### config.mk
export PLATFORM = sky130hd
export DESIGN_NAME = pstb_bank
export DESIGN_NICKNAME = d
export VERILOG_FILES = /design/src/rtl/pstb_pkg.sv /design/src/rtl/pstb_peak_if.sv /design/src/rtl/pstb_sync2.sv /design/src/rtl/pstb_peak_tracker.sv /design/src/rtl/pstb_bank.sv
export SDC_FILE = /design/constraint.sdc
export NUM_CORES = 2
export LEC_CHECK = 0
export ABC_AREA = 1
export BUFFER_PORTS_ARGS = -buffer_cell sky130_fd_sc_hd__buf_2
export CAP_MARGIN = 25
export CORE_ASPECT_RATIO = 2
export CORE_UTILIZATION = 50
export CTS_BUF_LIST = sky130_fd_sc_hd__clkbuf_2
export CTS_CLUSTER_SIZE = 25
export DETAILED_ROUTE_END_ITERATION = 8
export PLACE_DENSITY = 0.67
export SLEW_MARGIN = 40
export SYNTH_ARGS = -nofsm -noshare
export SYNTH_HDL_FRONTEND = slang
export SYNTH_SLANG_ARGS = --single-unit
### constraint.sdc
create_clock -name clk_sys -period 13.8 [get_ports clk_sys]
set_input_delay 0.69 -clock clk_sys [delete_from_list [all_inputs] [get_ports clk_sys]]
set_output_delay 0.69 -clock clk_sys [all_outputs]
set_load 0.03 [all_outputs]
### src/rtl/pstb_pkg.sv
package pstb_pkg;
	// command codes of the readings and peaks
	localparam logic [7:0] CMD_VIN = 8'h88;
	localparam logic [7:0] CMD_VOUT = 8'h8B;
	localparam logic [7:0] CMD_IOUT = 8'h8C;
	localparam logic [7:0] CMD_TEMP_EXT = 8'h8D;
	localparam logic [7:0] CMD_TEMP_INT = 8'h8E;
	localparam logic [7:0] CMD_DUTY = 8'h94;
	localparam logic [7:0] CMD_FREQ = 8'h95;
	localparam logic [7:0] CMD_POUT = 8'h96;
	localparam logic [7:0] CMD_IOUT_PEAK = 8'hD7;
	localparam logic [7:0] CMD_VOUT_PEAK = 8'hDD;
	localparam logic [7:0] CMD_VIN_PEAK = 8'hDE;
	localparam logic [7:0] CMD_TEMP_EXT_PEAK = 8'hDF;
	localparam logic [7:0] CMD_TEMP_INT_PEAK = 8'hF4;
	localparam logic [7:0] CMD_CLEAR_PEAKS = 8'hE3;
	// status and fault command codes
	localparam logic [7:0] CMD_CLEAR_FAULTS = 8'h03;
	localparam logic [7:0] CMD_PAD_STATUS = 8'hE5;
	localparam logic [7:0] CMD_COMMON_STATUS = 8'hEF;
	localparam logic [7:0] CMD_INFO_STATUS = 8'hB6;
	// pad status word field positions
	localparam int PAD_SLAVE_LSB = 14;
	localparam int PAD_ZERO_LSB = 12;
	localparam int PAD_IOUT_INV_BIT = 11;
	localparam int PAD_SYNC_DIS_BIT = 10;
	localparam int PAD_PGOOD_LSB = 8;
	localparam int PAD_RUN_FORCE_LSB = 6;
	localparam int PAD_RUN_PIN_LSB = 4;
	localparam int PAD_GPIO_FORCE_LSB = 2;
	localparam int PAD_GPIO_PIN_LSB = 0;
	// common status byte field positions
	localparam int COM_ALERT_FREE_BIT = 7;
	localparam int COM_NOT_BUSY_BIT = 6;
	localparam int COM_NO_CALC_BIT = 5;
	localparam int COM_STEADY_BIT = 4;
	localparam int COM_NVM_INIT_BIT = 3;
	localparam int COM_ZERO_BIT = 2;
	localparam int COM_SHARE_TO_BIT = 1;
	localparam int COM_WP_BIT = 0;
	// info word and reset values
	localparam int INFO_ECC_BIT = 5;
	localparam logic ECC_RESET = 1'b1;
	localparam logic [15:0] READING_RESET = 16'h0000;
	localparam logic [15:0] PEAK_RESET = 16'h0000;
	localparam logic [15:0] UNKNOWN_READ = 16'hFFFF;
	localparam int NUM_PEAKS = 8;
endpackage

### src/rtl/pstb_peak_if.sv
`timescale 1ns/1ps
// carries one reading stream into a peak tracker
interface pstb_peak_if;
	logic [15:0] sample; // newest reading
	logic sampleValid; // reading update strobe
	logic clear; // peak-clear strobe
	logic [15:0] peak; // stored peak
	modport tracker(input sample, input sampleValid, input clear, output peak);
	modport owner(output sample, output sampleValid, output clear, input peak);
endinterface

### src/rtl/pstb_sync2.sv
`timescale 1ns/1ps
// two-stage synchroniser for pin levels
module pstb_sync2 #(
	parameter int WIDTH = 1
) (
	input wire logic clk_sys, // system clock
	input wire logic rstnSync, // synchronised reset, low active
	input wire logic [WIDTH-1:0] din, // asynchronous pin levels
	output logic [WIDTH-1:0] dout // synchronised levels
);
	logic [WIDTH-1:0] metaReg; // first stage, read only by dout

	// two flops, nothing taps the first
	always_ff @(posedge clk_sys or negedge rstnSync) begin
		if (!rstnSync) begin
			metaReg <= '0;
			dout <= '0;
		end else begin
			metaReg <= din;
			dout <= metaReg;
		end
	end
endmodule

### src/rtl/pstb_peak_tracker.sv
`timescale 1ns/1ps
// holds the largest reading since the last clear
module pstb_peak_tracker #(
	parameter bit IS_L11 = 1'b1
) (
	input wire logic clk_sys, // system clock
	input wire logic rstnSync, // synchronised reset, low active
	pstb_peak_if.tracker pk // reading in, peak out
);
	logic [15:0] peakReg; // stored peak
	logic haveReg; // a sample arrived since clear
	logic larger; // new sample beats the peak

	// bring a linear value to one signed scale; unsigned words compare as is
	function automatic logic signed [47:0] scaleOf(input logic [15:0] x);
		logic signed [47:0] m;
		m = 48'(signed'(x[10:0]));
		if (IS_L11)
			scaleOf = m <<< (32'(signed'(x[15:11])) + 16);
		else
			scaleOf = signed'({32'h0000_0000, x});
	endfunction

	assign larger = !haveReg || (scaleOf(pk.sample) > scaleOf(peakReg));
	assign pk.peak = peakReg;

	// track the maximum
	always_ff @(posedge clk_sys or negedge rstnSync) begin
		if (!rstnSync) begin
			peakReg <= pstb_pkg::PEAK_RESET;
			haveReg <= 1'b0;
		end else if (pk.sampleValid && (pk.clear || larger)) begin
			// a sample in the clear cycle starts the new peak, not lost
			peakReg <= pk.sample;
			haveReg <= 1'b1;
		end else if (pk.clear) begin
			peakReg <= pstb_pkg::PEAK_RESET;
			haveReg <= 1'b0;
		end
	end
endmodule

### src/rtl/pstb_bank.sv
`timescale 1ns/1ps
// Overview of operation
// pad word bits 15,14 slave flags, 13:12 zero
// pad bits 9,8 give channel power good
// pad bit 11 current invalid, 10 sync disabled
// pad bits 7..4 run forcing and levels
// pad bits 3..0 fault pin forcing, levels
// common bits 7..4 alert, busy, calc, transition
// common bits 3..0 init, zero, timeout, protect
// info bit 5 ECC status, rest zero
// ECC bit refreshed on restore, reset, bulk
// clear-faults clears all bits, releases alert
// clear-faults never restarts a latched channel
// latched channel restarts on off-on or reset
// persisting fault sets again, alert again
// clear-faults carries no data bytes
// input voltage and peak, unpaged linear words
// output voltage and peak, paged unsigned words
// paged output current and its peak
// paged power from correlated voltage, current
// external temp paged, internal unpaged, peaks
// paged duty cycle and frequency readings
// peaks hold largest value since clear
// peak-clear command resets all peaks
// page picks channel for paged readings
module pstb_bank #(
	parameter int NUM_FAULTS = 8,
	parameter logic signed [7:0] VOUT_EXP = -8'sd12
) (
	input wire logic clk_sys, // 40 MHz system clock
	input wire logic rstn, // power-on reset, low active
	input wire logic cmdValid, // command strobe from the bus engine
	input wire logic [7:0] cmdCode, // command code
	input wire logic cmdWrite, // write, else read
	input wire logic cmdHasData, // write carried data bytes
	input wire logic pageSel, // selected channel
	output logic [15:0] rdData, // read answer
	output logic rdAck, // read answer valid pulse
	output logic rdUnknown, // read code not held here
	input wire logic [15:0] vinData, // input voltage sample
	input wire logic vinValid, // input voltage strobe
	input wire logic [15:0] tempIntData, // internal temperature
	input wire logic tempIntValid, // internal temperature strobe
	input wire logic [1:0][15:0] voutData, // output voltage per channel
	input wire logic [1:0] voutValid, // output voltage strobes
	input wire logic [1:0][15:0] ioutData, // output current per channel
	input wire logic [1:0] ioutValid, // output current strobes
	input wire logic [1:0][15:0] tempExtData, // external temperature
	input wire logic [1:0] tempExtValid, // external temperature strobes
	input wire logic [1:0][15:0] dutyData, // commanded duty cycle
	input wire logic [1:0] dutyValid, // duty strobes
	input wire logic [1:0][15:0] freqData, // loop input frequency
	input wire logic [1:0] freqValid, // frequency strobes
	input wire logic [1:0] chSlave, // channel configured as slave
	input wire logic [1:0] chPowerGood, // channel power good
	input wire logic ioutAdcInvalid, // current results may be bad
	input wire logic syncOutDisabled, // sync output disabled outside
	input wire logic [1:0] runForceLow, // device pulls run pins
	input wire logic channel0RunPin, // run pin of channel 0
	input wire logic channel1RunPin, // run pin of channel 1
	input wire logic [1:0] faultForceLow, // device pulls fault pins
	input wire logic faultPin0, // fault pin 0 level
	input wire logic faultPin1, // fault pin 1 level
	input wire logic notBusy, // device idle
	input wire logic calcIdle, // no calculations pending
	input wire logic outputSteady, // output not in transition
	input wire logic nvmInitDone, // memory initialised
	input wire logic sharedClockTimeout, // shared timing clock timeout
	input wire logic wpPin, // write-protect pin level
	input wire logic eccNoCorrections, // memory ECC found nothing
	input wire logic restoreAllDone, // restore-all finished pulse
	input wire logic resetCmdDone, // reset command pulse
	input wire logic nvmBulkReadDone, // bulk read finished pulse
	input wire logic [NUM_FAULTS-1:0] faultCond, // live fault conditions
	input wire logic [1:0] latchFault, // fault latches channel off
	input wire logic [1:0] operationOn, // operation command on level
	output logic alertOut, // alert pin output level
	output logic alertOe, // alert pin pull-down enable
	output logic [NUM_FAULTS-1:0] faultBits, // sticky fault bits
	output logic [1:0] latchedOff, // channel latched off
	output logic [1:0] chanEnable // channel allowed to run
);
	logic [1:0] rstSyncReg; // reset release pipeline
	logic rstnSync; // released reset used everywhere
	logic [4:0] pinSync; // synchronised pin levels
	logic [1:0] runLevel; // run pins, synchronised
	logic [1:0] faultLevel; // fault pins, synchronised
	logic wpLevel; // write-protect, synchronised
	logic takeRead; // read taken this cycle
	logic clearFaults; // accepted clear-faults
	logic peakClear; // accepted peak-clear
	logic [15:0] rdNext; // read mux output
	logic rdKnown; // read code decoded
	logic [15:0] padWord; // assembled pad status
	logic [7:0] commonByte; // assembled common status
	logic [15:0] infoWord; // assembled info status
	logic eccReg; // ECC status bit
	logic porPendReg; // first cycle after reset release
	logic [1:0] onReqReg; // last on request
	logic [1:0] onReq; // on request now
	logic [1:0] onRise; // off-to-on command
	logic [15:0] vinReg; // input voltage reading
	logic [15:0] tempIntReg; // internal temperature reading
	logic [1:0][15:0] voutReg; // output voltage readings
	logic [1:0][15:0] ioutReg; // output current readings
	logic [1:0][15:0] tempExtReg; // external temperature readings
	logic [1:0][15:0] dutyReg; // duty readings
	logic [1:0][15:0] freqReg; // frequency readings
	logic [1:0][15:0] poutReg; // power readings
	logic [15:0] pkSample [pstb_pkg::NUM_PEAKS]; // peak inputs
	logic pkValid [pstb_pkg::NUM_PEAKS]; // peak strobes
	logic [15:0] pkPeak [pstb_pkg::NUM_PEAKS]; // peak outputs

	// assert at once, release after two edges
	always_ff @(posedge clk_sys or negedge rstn) begin
		if (!rstn)
			rstSyncReg <= 2'h0;
		else
			rstSyncReg <= {rstSyncReg[0], 1'b1};
	end
	assign rstnSync = rstSyncReg[1];

	// pins come from outside the clock domain
	pstb_sync2 #(.WIDTH(5)) u_pins (
		.clk_sys(clk_sys),
		.rstnSync(rstnSync),
		.din({wpPin, faultPin1, faultPin0, channel1RunPin, channel0RunPin}),
		.dout(pinSync)
	);
	assign runLevel = pinSync[1:0];
	assign faultLevel = pinSync[3:2];
	assign wpLevel = pinSync[4];

	// command decode
	assign takeRead = cmdValid && !cmdWrite;
	// clear-faults only as a write without data
	assign clearFaults = cmdValid && cmdWrite && !cmdHasData && (cmdCode == pstb_pkg::CMD_CLEAR_FAULTS);
	// peak-clear is a send byte, page ignored
	assign peakClear = cmdValid && cmdWrite && !cmdHasData && (cmdCode == pstb_pkg::CMD_CLEAR_PEAKS);

	// power from mantissa product, renormalised to 11 bits
	function automatic logic [15:0] powerOf(input logic [15:0] v, input logic [15:0] i);
		logic signed [27:0] p;
		logic signed [7:0] e;
		p = $signed({1'b0, v}) * $signed(i[10:0]);
		e = 8'(signed'(i[15:11])) + VOUT_EXP;
		for (int k = 0; k < 17; k++) begin
			if (p > 28'sd1023 || p < -28'sd1024) begin
				p = p >>> 1;
				e = e + 8'sd1;
			end
		end
		// exponent clamps to 15 or -16 without rescaling the mantissa; sign kept
		if (e > 8'sd15)
			e = 8'sd15;
		if (e < -8'sd16)
			e = -8'sd16;
		powerOf = {e[4:0], p[10:0]};
	endfunction

	// unpaged input voltage and internal temperature
	always_ff @(posedge clk_sys or negedge rstnSync) begin
		if (!rstnSync) begin
			vinReg <= pstb_pkg::READING_RESET;
			tempIntReg <= pstb_pkg::READING_RESET;
		end else begin
			if (vinValid)
				vinReg <= vinData;
			if (tempIntValid)
				tempIntReg <= tempIntData;
		end
	end

	// paged readings, one slot per channel
	always_ff @(posedge clk_sys or negedge rstnSync) begin
		if (!rstnSync) begin
			voutReg <= '0;
			ioutReg <= '0;
			tempExtReg <= '0;
			dutyReg <= '0;
			freqReg <= '0;
			poutReg <= '0;
		end else begin
			for (int c = 0; c < 2; c++) begin
				// output voltage word per channel
				if (voutValid[c])
					voutReg[c] <= voutData[c];
				// current arrives already compensated
				if (ioutValid[c])
					ioutReg[c] <= ioutData[c];
				// power pairs each current with the voltage stored before it, not one arriving in the same cycle
				if (ioutValid[c])
					poutReg[c] <= powerOf(voutReg[c], ioutData[c]);
				// external temperature per channel
				if (tempExtValid[c])
					tempExtReg[c] <= tempExtData[c];
				// duty and frequency per channel
				if (dutyValid[c])
					dutyReg[c] <= dutyData[c];
				if (freqValid[c])
					freqReg[c] <= freqData[c];
			end
		end
	end

	// peak stream map: vin, internal temp, vout x2, iout x2, ext temp x2
	always_comb begin
		pkSample[0] = vinData;
		pkValid[0] = vinValid;
		pkSample[1] = tempIntData;
		pkValid[1] = tempIntValid;
		for (int c = 0; c < 2; c++) begin
			pkSample[2 + c] = voutData[c];
			pkValid[2 + c] = voutValid[c];
			pkSample[4 + c] = ioutData[c];
			pkValid[4 + c] = ioutValid[c];
			pkSample[6 + c] = tempExtData[c];
			pkValid[6 + c] = tempExtValid[c];
		end
	end

	// one tracker per peak; output voltage peaks compare unsigned
	for (genvar gi = 0; gi < pstb_pkg::NUM_PEAKS; gi++) begin : g_peak
		pstb_peak_if pk ();
		assign pk.sample = pkSample[gi];
		assign pk.sampleValid = pkValid[gi];
		assign pk.clear = peakClear;
		assign pkPeak[gi] = pk.peak;
		pstb_peak_tracker #(.IS_L11(gi < 2 || gi > 3)) u_peak (
			.clk_sys(clk_sys),
			.rstnSync(rstnSync),
			.pk(pk.tracker)
		);
	end

	// a live condition sets its bit even in the clear cycle
	always_ff @(posedge clk_sys or negedge rstnSync) begin
		if (!rstnSync)
			faultBits <= '0;
		else if (clearFaults)
			// every bit reloaded from the live conditions at once
			faultBits <= faultCond;
		else
			faultBits <= faultBits | faultCond;
	end

	// alert is pulled low while any fault bit stands
	assign alertOut = 1'b0;
	assign alertOe = |faultBits;

	// remember the on request to spot off-to-on
	assign onReq = operationOn & runLevel;
	assign onRise = onReq & ~onReqReg;
	always_ff @(posedge clk_sys or negedge rstnSync) begin
		if (!rstnSync)
			onReqReg <= 2'h0;
		else
			onReqReg <= onReq;
	end

	// clear-faults has no say here
	// only off-to-on or power-on reset restarts; a new latch wins
	always_ff @(posedge clk_sys or negedge rstnSync) begin
		if (!rstnSync)
			latchedOff <= 2'h0;
		else
			latchedOff <= latchFault | (latchedOff & ~onRise);
	end
	assign chanEnable = onReq & ~latchedOff;

	// ECC bit refreshed after power-on and memory events
	always_ff @(posedge clk_sys or negedge rstnSync) begin
		if (!rstnSync) begin
			eccReg <= pstb_pkg::ECC_RESET;
			porPendReg <= 1'b1;
		end else begin
			porPendReg <= 1'b0;
			if (porPendReg || restoreAllDone || resetCmdDone || nvmBulkReadDone)
				eccReg <= eccNoCorrections;
		end
	end

	// status words assembled from live state
	always_comb begin
		padWord = 16'h0000;
		// slave flags, bits 13:12 stay zero
		padWord[pstb_pkg::PAD_SLAVE_LSB +: 2] = chSlave;
		// current validity and sync disable
		padWord[pstb_pkg::PAD_IOUT_INV_BIT] = ioutAdcInvalid;
		padWord[pstb_pkg::PAD_SYNC_DIS_BIT] = syncOutDisabled;
		// a slave reports good
		padWord[pstb_pkg::PAD_PGOOD_LSB +: 2] = chPowerGood | chSlave;
		// run forcing and run levels
		padWord[pstb_pkg::PAD_RUN_FORCE_LSB +: 2] = runForceLow;
		padWord[pstb_pkg::PAD_RUN_PIN_LSB +: 2] = runLevel;
		// fault pin forcing and levels
		padWord[pstb_pkg::PAD_GPIO_FORCE_LSB +: 2] = faultForceLow;
		padWord[pstb_pkg::PAD_GPIO_PIN_LSB +: 2] = faultLevel;
		commonByte = 8'h00;
		// alert free, idle, no calc, steady
		commonByte[pstb_pkg::COM_ALERT_FREE_BIT] = !alertOe;
		commonByte[pstb_pkg::COM_NOT_BUSY_BIT] = notBusy;
		commonByte[pstb_pkg::COM_NO_CALC_BIT] = calcIdle;
		commonByte[pstb_pkg::COM_STEADY_BIT] = outputSteady;
		// init, timeout, protect; bit 2 zero
		commonByte[pstb_pkg::COM_NVM_INIT_BIT] = nvmInitDone;
		commonByte[pstb_pkg::COM_SHARE_TO_BIT] = sharedClockTimeout;
		commonByte[pstb_pkg::COM_WP_BIT] = wpLevel;
		// only the ECC bit is live
		infoWord = 16'h0000;
		infoWord[pstb_pkg::INFO_ECC_BIT] = eccReg;
	end

	// paged codes index by page, unpaged ignore it
	always_comb begin
		rdKnown = 1'b1;
		case (cmdCode)
			pstb_pkg::CMD_VIN: rdNext = vinReg;
			pstb_pkg::CMD_VIN_PEAK: rdNext = pkPeak[0];
			pstb_pkg::CMD_TEMP_INT: rdNext = tempIntReg;
			pstb_pkg::CMD_TEMP_INT_PEAK: rdNext = pkPeak[1];
			pstb_pkg::CMD_VOUT: rdNext = voutReg[pageSel];
			pstb_pkg::CMD_VOUT_PEAK: rdNext = pkPeak[2 + 32'(pageSel)];
			pstb_pkg::CMD_IOUT: rdNext = ioutReg[pageSel];
			pstb_pkg::CMD_IOUT_PEAK: rdNext = pkPeak[4 + 32'(pageSel)];
			pstb_pkg::CMD_TEMP_EXT: rdNext = tempExtReg[pageSel];
			pstb_pkg::CMD_TEMP_EXT_PEAK: rdNext = pkPeak[6 + 32'(pageSel)];
			pstb_pkg::CMD_DUTY: rdNext = dutyReg[pageSel];
			pstb_pkg::CMD_FREQ: rdNext = freqReg[pageSel];
			pstb_pkg::CMD_POUT: rdNext = poutReg[pageSel];
			pstb_pkg::CMD_PAD_STATUS: rdNext = padWord;
			pstb_pkg::CMD_COMMON_STATUS: rdNext = {8'h00, commonByte};
			pstb_pkg::CMD_INFO_STATUS: rdNext = infoWord;
			default: begin
				// codes owned by other blocks answer all ones
				rdNext = pstb_pkg::UNKNOWN_READ;
				rdKnown = 1'b0;
			end
		endcase
	end

	// read answer registered one cycle after the strobe
	always_ff @(posedge clk_sys or negedge rstnSync) begin
		if (!rstnSync) begin
			rdData <= 16'h0000;
			rdAck <= 1'b0;
			rdUnknown <= 1'b0;
		end else begin
			rdAck <= takeRead;
			rdUnknown <= takeRead && !rdKnown;
			if (takeRead)
				rdData <= rdNext;
		end
	end
endmodule

======== After elaboration in Yosys (flattened, before gate mapping) ========
Index checks and enable logic that the tools add are counted.
storage, ports and cells
  register bits after elaboration ......... 404
  latch bits .............................. 0
  memory bits (writable) .................. 0
  bits in read-only memories .............. 0
  input port bits ......................... 254
  output and inout port bits .............. 32
  word-level logic and storage cells ...... 492
  memories ................................ 0
operators by class
  add/sub/neg operators ................... 51
  $mul .................................... 2
  divide/modulo/power cells ............... 0
  $lt $le $gt $ge ......................... 84
  equality and inequality tests ........... 18
  shifts and indexed selects .............. 12
  mux-type cells .......................... 182
  bitwise operators ....................... 13
  reduce and logical (&&, ||, !) cells .... 89
operators by type and width
  operator                                                      number
  > comparator 28 x 11 -> 1 bit, second input constant          34
  less-than comparator 28 x 11 -> 1 bit, second input constant  34
  two-way mux 28 bit                                            32
  two-way mux 27 bit                                            32
  two-way mux 8 bit                                             73
  <<< shifter 11 x 32 -> 48 bit                                 12
  two-way mux 16 bit                                            27
  > comparator 48 bit                                           6
  adder 8 x 2 -> 8 bit, second input constant                   32
  case mux 16 bit (16 select lines)                             1
  binary-select mux 16 bit (select 3 bit)                       3
  equality test 8 bit, second input constant                    17
  >= comparator 33 x 4 -> 1 bit, second input constant          3
  adder 5 x 6 -> 7 bit, second input constant                   12
  inverter 4 -> 33 bit                                          2
  multiplier 17 x 11 -> 28 bit                                  2
  logical OR 1 bit                                              53
  inverter 3 -> 33 bit                                          1
  > comparator 16 bit                                           2
  two-way mux 11 bit                                            2
  > comparator 8 x 5 -> 1 bit, second input constant            2
  less-than comparator 8 x 5 -> 1 bit, second input constant    2
  nonzero test 2 bit                                            8
  OR reduction 16 bit                                           1
  15 further kinds                                              58

======== Longest topological paths before layout ========
  depth after elaboration ................. 74
  gate-level depth with buffers ........... 99
  depth with buffers taken out ............ 98

======== Cells and area by module ========
From an unflattened synthesis, not the netlist that was laid out.
unflattened totals
  cells, all modules ...................... 10032
  area total of the unflattened synthesis .. 62075.8 um^2
modules (own cells, without submodules)
  module                                     times used  cells an instance  area each (um^2)  seq. area each (um^2)
  pstb_bank                                  1           5990               38370.6           6458.7
  pstb_peak_tracker at g_peak[0].u_peak ...  5           623                3523.4            425.4
  pstb_peak_tracker at g_peak[7].u_peak      1           623                3520.9            425.4
  pstb_peak_tracker at g_peak[2].u_peak ...  2           147                1158.6            425.4
  pstb_sync2                                 1           10                 250.2             250.2

======== Least setup slack after synthesis ========
No wires, ideal clock.
  kind .................................... input port to flip-flop
  from .................................... input port ioutData[4] (netlist name)
  to ...................................... register poutReg[11] (netlist name)
  library setup time ...................... 0.065 ns
  arrival ................................. 14.671 ns
  required time ........................... 13.735 ns
  path slack .............................. -0.936 ns
  stages on the path ...................... 88
  buffers on the path ..................... 2
  cell sequence ........................... clkbuf_1 clkbuf_1 nand2_1 fa_1 inv_1 fa_1 inv_1 fa_1 inv_1 fa_1 inv_1 fa_1 inv_1 ha_1 nand2_1 inv_2 nand2_1 inv_1 [52 not listed] ha_1 nand2_1 nand2_1 ha_1 nand2_1 nand2_1 ha_1 nor2_1 a31oi_1 ha_1 nand2_1 nor3_2 xnor2_1 and3_1 nand2_1 a21oi_4 nand2_1 nand2_1
between the ends
  longest elaborated chain between the ends .. 74
  elaborated cells on any way between the ends .. 139
ends and longest elaborated chain
  element                                                                                        RTL line          source
  start, declared                                                                                pstb_bank.sv:46   input wire logic [1:0][15:0] ioutData,
  multiplier 17 x 11 -> 28 bit (*)                                                               pstb_bank.sv:145  p = $signed({1'b0, v}) * $signed(i[10:0]);
  > comparator 28 x 11 -> 1 bit / less-than comparator 28 x 11 -> 1 bit (equally long branches)  pstb_bank.sv:148  if (p > 28'sd1023 || p < -28'sd1024) begin
  logical OR 1 bit                                                                               pstb_bank.sv:148
  two-way mux 27 bit                                                                             pstb_bank.sv:148
  two-way mux 28 bit                                                                             pstb_bank.sv:192  if (ioutValid[c])
  > comparator 28 x 11 -> 1 bit / less-than comparator 28 x 11 -> 1 bit (equally long branches)  pstb_bank.sv:148
  logical OR 1 bit                                                                               pstb_bank.sv:148
  two-way mux 27 bit                                                                             pstb_bank.sv:148
  [58 not listed]                                                                                n/a
  logical OR 1 bit                                                                               pstb_bank.sv:148
  two-way mux 8 bit (*)                                                                          pstb_bank.sv:148
  two-way mux 8 bit (*)                                                                          pstb_bank.sv:192
  > comparator 8 x 5 -> 1 bit                                                                    pstb_bank.sv:154  if (e > 8'sd15)
  two-way mux 8 bit (*)                                                                          pstb_bank.sv:154
  two-way mux 8 bit (*)                                                                          pstb_bank.sv:192
  less-than comparator 8 x 5 -> 1 bit                                                            pstb_bank.sv:156  if (e < -8'sd16)
  two-way mux 5 bit (*)                                                                          pstb_bank.sv:156
  end signal, assigned by index                                                                  pstb_bank.sv:193  poutReg[c] <= powerOf(voutReg[c], ioutData[c]);
  end, declared                                                                                  pstb_bank.sv:109  logic [1:0][15:0] poutReg;
Every way passes the cells marked *; elsewhere a longest branch is shown, timed or not. The select of a mux whose other input is x is not followed.
A chain may end at the register's enable or synchronous reset.

======== Worst setup path after layout ========
  from .................................... register voutReg[22] (netlist name)
  to ...................................... register poutReg[31] (netlist name)
between the ends
  longest elaborated chain between the ends .. 74
  elaborated cells on any way between the ends .. 139
ends and longest elaborated chain
  element                                                                                        RTL line          source
  start, declared                                                                                pstb_bank.sv:104  logic [1:0][15:0] voutReg;
  start signal, assigned by index                                                                pstb_bank.sv:187  voutReg[c] <= voutData[c];
  multiplier 17 x 11 -> 28 bit (*)                                                               pstb_bank.sv:145
  > comparator 28 x 11 -> 1 bit / less-than comparator 28 x 11 -> 1 bit (equally long branches)  pstb_bank.sv:148
  logical OR 1 bit                                                                               pstb_bank.sv:148
  two-way mux 27 bit                                                                             pstb_bank.sv:148
  two-way mux 28 bit                                                                             pstb_bank.sv:192
  > comparator 28 x 11 -> 1 bit / less-than comparator 28 x 11 -> 1 bit (equally long branches)  pstb_bank.sv:148
  logical OR 1 bit                                                                               pstb_bank.sv:148
  two-way mux 27 bit                                                                             pstb_bank.sv:148
  [58 not listed]                                                                                n/a
  logical OR 1 bit                                                                               pstb_bank.sv:148
  two-way mux 8 bit (*)                                                                          pstb_bank.sv:148
  two-way mux 8 bit (*)                                                                          pstb_bank.sv:192
  > comparator 8 x 5 -> 1 bit                                                                    pstb_bank.sv:154
  two-way mux 8 bit (*)                                                                          pstb_bank.sv:154
  two-way mux 8 bit (*)                                                                          pstb_bank.sv:192
  less-than comparator 8 x 5 -> 1 bit                                                            pstb_bank.sv:156
  two-way mux 5 bit (*)                                                                          pstb_bank.sv:156
Marked as above.

==> impl_metrics.toml <==
[status]
status = "finished clean"

[sta]
rsz0062_at_grt = "true"
hold_violations = 0
tns_ns = 0
min_period_over_period_pct = 98.5
slew_headroom_pct = 37.2
holdWs_ns = 0.0287
setup_viol = 0
max_freq_ghz = 0.0736
slew_violations = 0
skew_ns = 0.196
period_minus_slack_ns = 13.59
worstMarginPinSlew_ns = 0.940

[synth]
async_flop_share_pct = 100
synthAdderAreaFrac_pct = 18.3
netlist_instances = 9481
yosysMostFrequentCell = "nand2_1"
synth_edf_count = 0
synthTopCellsByCount = "2,516 x nand2_1, 1,410 x inv_1, 1,047 x o21ai_0"
synth_top_family_by_area = "simple AND/OR/NAND/NOR gates"
synth_compound_area_share_pct = 15.3
yosys.area_share.simple_pct = 33.0
synth_top_area_share_pct = 16.6
yosys_warnings = 0
yosys.area_share.xor_xnor_pct = 0.432
synthMuxAreaShare_pct = 4.04
synth.distinct_cells = 72
syn_area_um2 = 60800
yosys-top-cells-area = "dfrtp_1 17%, nand2_1 16%, ha_1 10%"
ys_seq_area_share_pct = 16.6
syn_avg_cell_area_um2 = 6.41
yosysTopAreaCell = "dfrtp_1"
synth_flop_cell = "dfrtp_1"
ys_ff_latch = 404

[floorplan]
core_area_um2 = 120000
dieArea_um2 = 123000
chipHeight_um = 495
num_io_pins = 286
start_util_pct = 50.4
die_x_um = 249
row_count = 180

[grt]
grt_max_degree = 104
grt_usage_pct = 39.7
grt_first_pass_wirelength_um = 379000
antenna_found_initial = 15
grt_overflow_total = 0
grt_pass1_vias = 69100

[detailed_routing]
wl_um = 249000
wl_met3_um = 15400
firstDrtPassIters = 9
wl_per_cell_um = 20.6
drc_errors = 0
wl_met2_um = 124000
drt_iter0_drc = 5194
via_count = 68900
wl_met1_um = 83700
top_layer = "met5"
ant_nets = 0
vias_per_cell = 5.68

[place]
routabilityCongestion = 1.13
postPlaceCellArea_um2 = 66700
dp.final_hpwl_um = 197000
portBuffers = 284

[worst_setup_path]
required_ns = 15.00
endpoint_kind = "flop"
arrival_ns = 14.79
cpMostUsedCell = "nand2_4"
start_kind = "flop"
cp_max_fo = 5
reg2reg_slack_ns = 0.21
max_stage_delay_ns = 0.57
cp_slowest_cell = "fa_1"
criticalPathCategory = "reg2reg"

[final_layout]
drive_gt1_share_pct = 21.2
nets = 11500
area_growth_pct = 24.1
stdcell_area_um2 = 75400

[cts]
cts-buffers-inserted = 96
cts-root-buf = "clkbuf_2"
cts_buffer_depth = 3
clock_latency_ns = 1.44
htreeDepth = 3
clock_sinks = 404
cts_tree = "yes"
clkTransAtPathRegs_ns = 0.14

[job]
timing.max_cap.violations = 0

[hold_path]
min_path_type = "in2reg"
-- layer usage --
layer / GRT usage, % / vias to the layer above
met1: 39.7 / 32200
met2: 71.5 / 2789
met3: 5.35 / 1176
li1: - / 32700
met5: 0 / -
met4: 36.6 / 8
-- cell type report --
cell class | count | area, um2
Antenna cell | 16 | 40.0
Timing Repair Buffer | 1331 | 10600
Tap cell | 1547 | 1940
Clock inverter | 33 | 249
Fill cell | 11400 | 45100
Sequential cell | 404 | 10100
Multi-Input combinational cell | 7120 | 46000
Clock buffer | 136 | 681
Inverter | 1526 | 5760
-- worst paths after layout --
check / to / startpoint / cells after the start
setup / recovery: poutReg[31] / voutReg[22] / 93
max in group asynchronous: tempIntReg[7] / rstSyncReg[1] / 3
hold reg to reg: ioutReg[5] / rstSyncReg[1] / 0
min in group asynchronous: ioutReg[5] / rstSyncReg[1] / 0
hold / removal: u_pins.metaReg[0] / channel0RunPin / 2
setup reg to reg: poutReg[31] / voutReg[22] / 93
-- flip-flops by register name, summed over array words and instances, names as in the netlist, 2 cells and up --
signal	flops
dutyReg	32
faultBits	8
freqReg	32
g_peak.u_peak.haveReg	8
g_peak.u_peak.pk.peak	128
ioutReg	32
latchedOff	2
onReqReg	2
poutReg	32
rdData	16
rstSyncReg	2
tempExtReg	32
tempIntReg	16
u_pins.dout	5
u_pins.metaReg	5
vinReg	16
voutReg	32
-- worst max-delay path: cells and delay by family, from the launching register on --
kind / cells / cell delay, ns
simple gates: 51 / 5.01
compound gates: 3 / 0.46
flops: 1 / 0.45
buf+inv: 22 / 1.76
fa+ha+maj: 17 / 5.63
-- cell families after synthesis --
logic type | Yosys count
xor+xnor | 30
other cells | 2
simple gates | 4430
buf+inv | 1958
fa+ha+maj | 736
compound gates | 1683
mux | 238
flops | 404
-- what timing repair did --
action                                  CTS  global route
pin swaps                               212           241
cloned                                    1             0
resized for setup                       258           421
setup buffers                           127            42
endpoints found under the setup margin   10            10
endpoints found under the hold margin   320             0
hold buffers                            385             0
-- through the flow --
step | worst slack, ns | util, % | std cells
2_1_floorplan | 0.00272 | - | 9482
3_3_place_gp | -0.961 | 55.4 | 11400
3_5_place_dp | -1.09 | 55.4 | 11400
4_1_cts | -0.00581 | 61.0 | 12100
5_1_grt | -0.295 | 62.6 | 12100
6_report | 0.211 | 62.6 | 12100
-- placed cells by master (no fill, tap or decap), types with 77 or more instances in the layout --
master,synthesis,routed
mux2i_1,182,182
dlygate4sd3_1,0,385
o21ai_0,1047,1044
nand2_1,2516,2309
o22ai_1,113,113
nand2_2,167,263
inv_2,95,159
buf_2,9,283
nand3_2,72,99
clkbuf_2,0,137
a21oi_1,289,278
nand2_4,47,152
or2_2,82,77
nand4_1,85,85
buf_4,5,612
inv_1,1410,1337
nand3_1,655,608
ha_1,484,427
fa_1,252,234
nor2_1,564,507
dfrtp_1,402,376
Power is left out: the tool's default activity adds up to more than one toggle a clock period on the data nets, which glitch-free logic cannot reach.
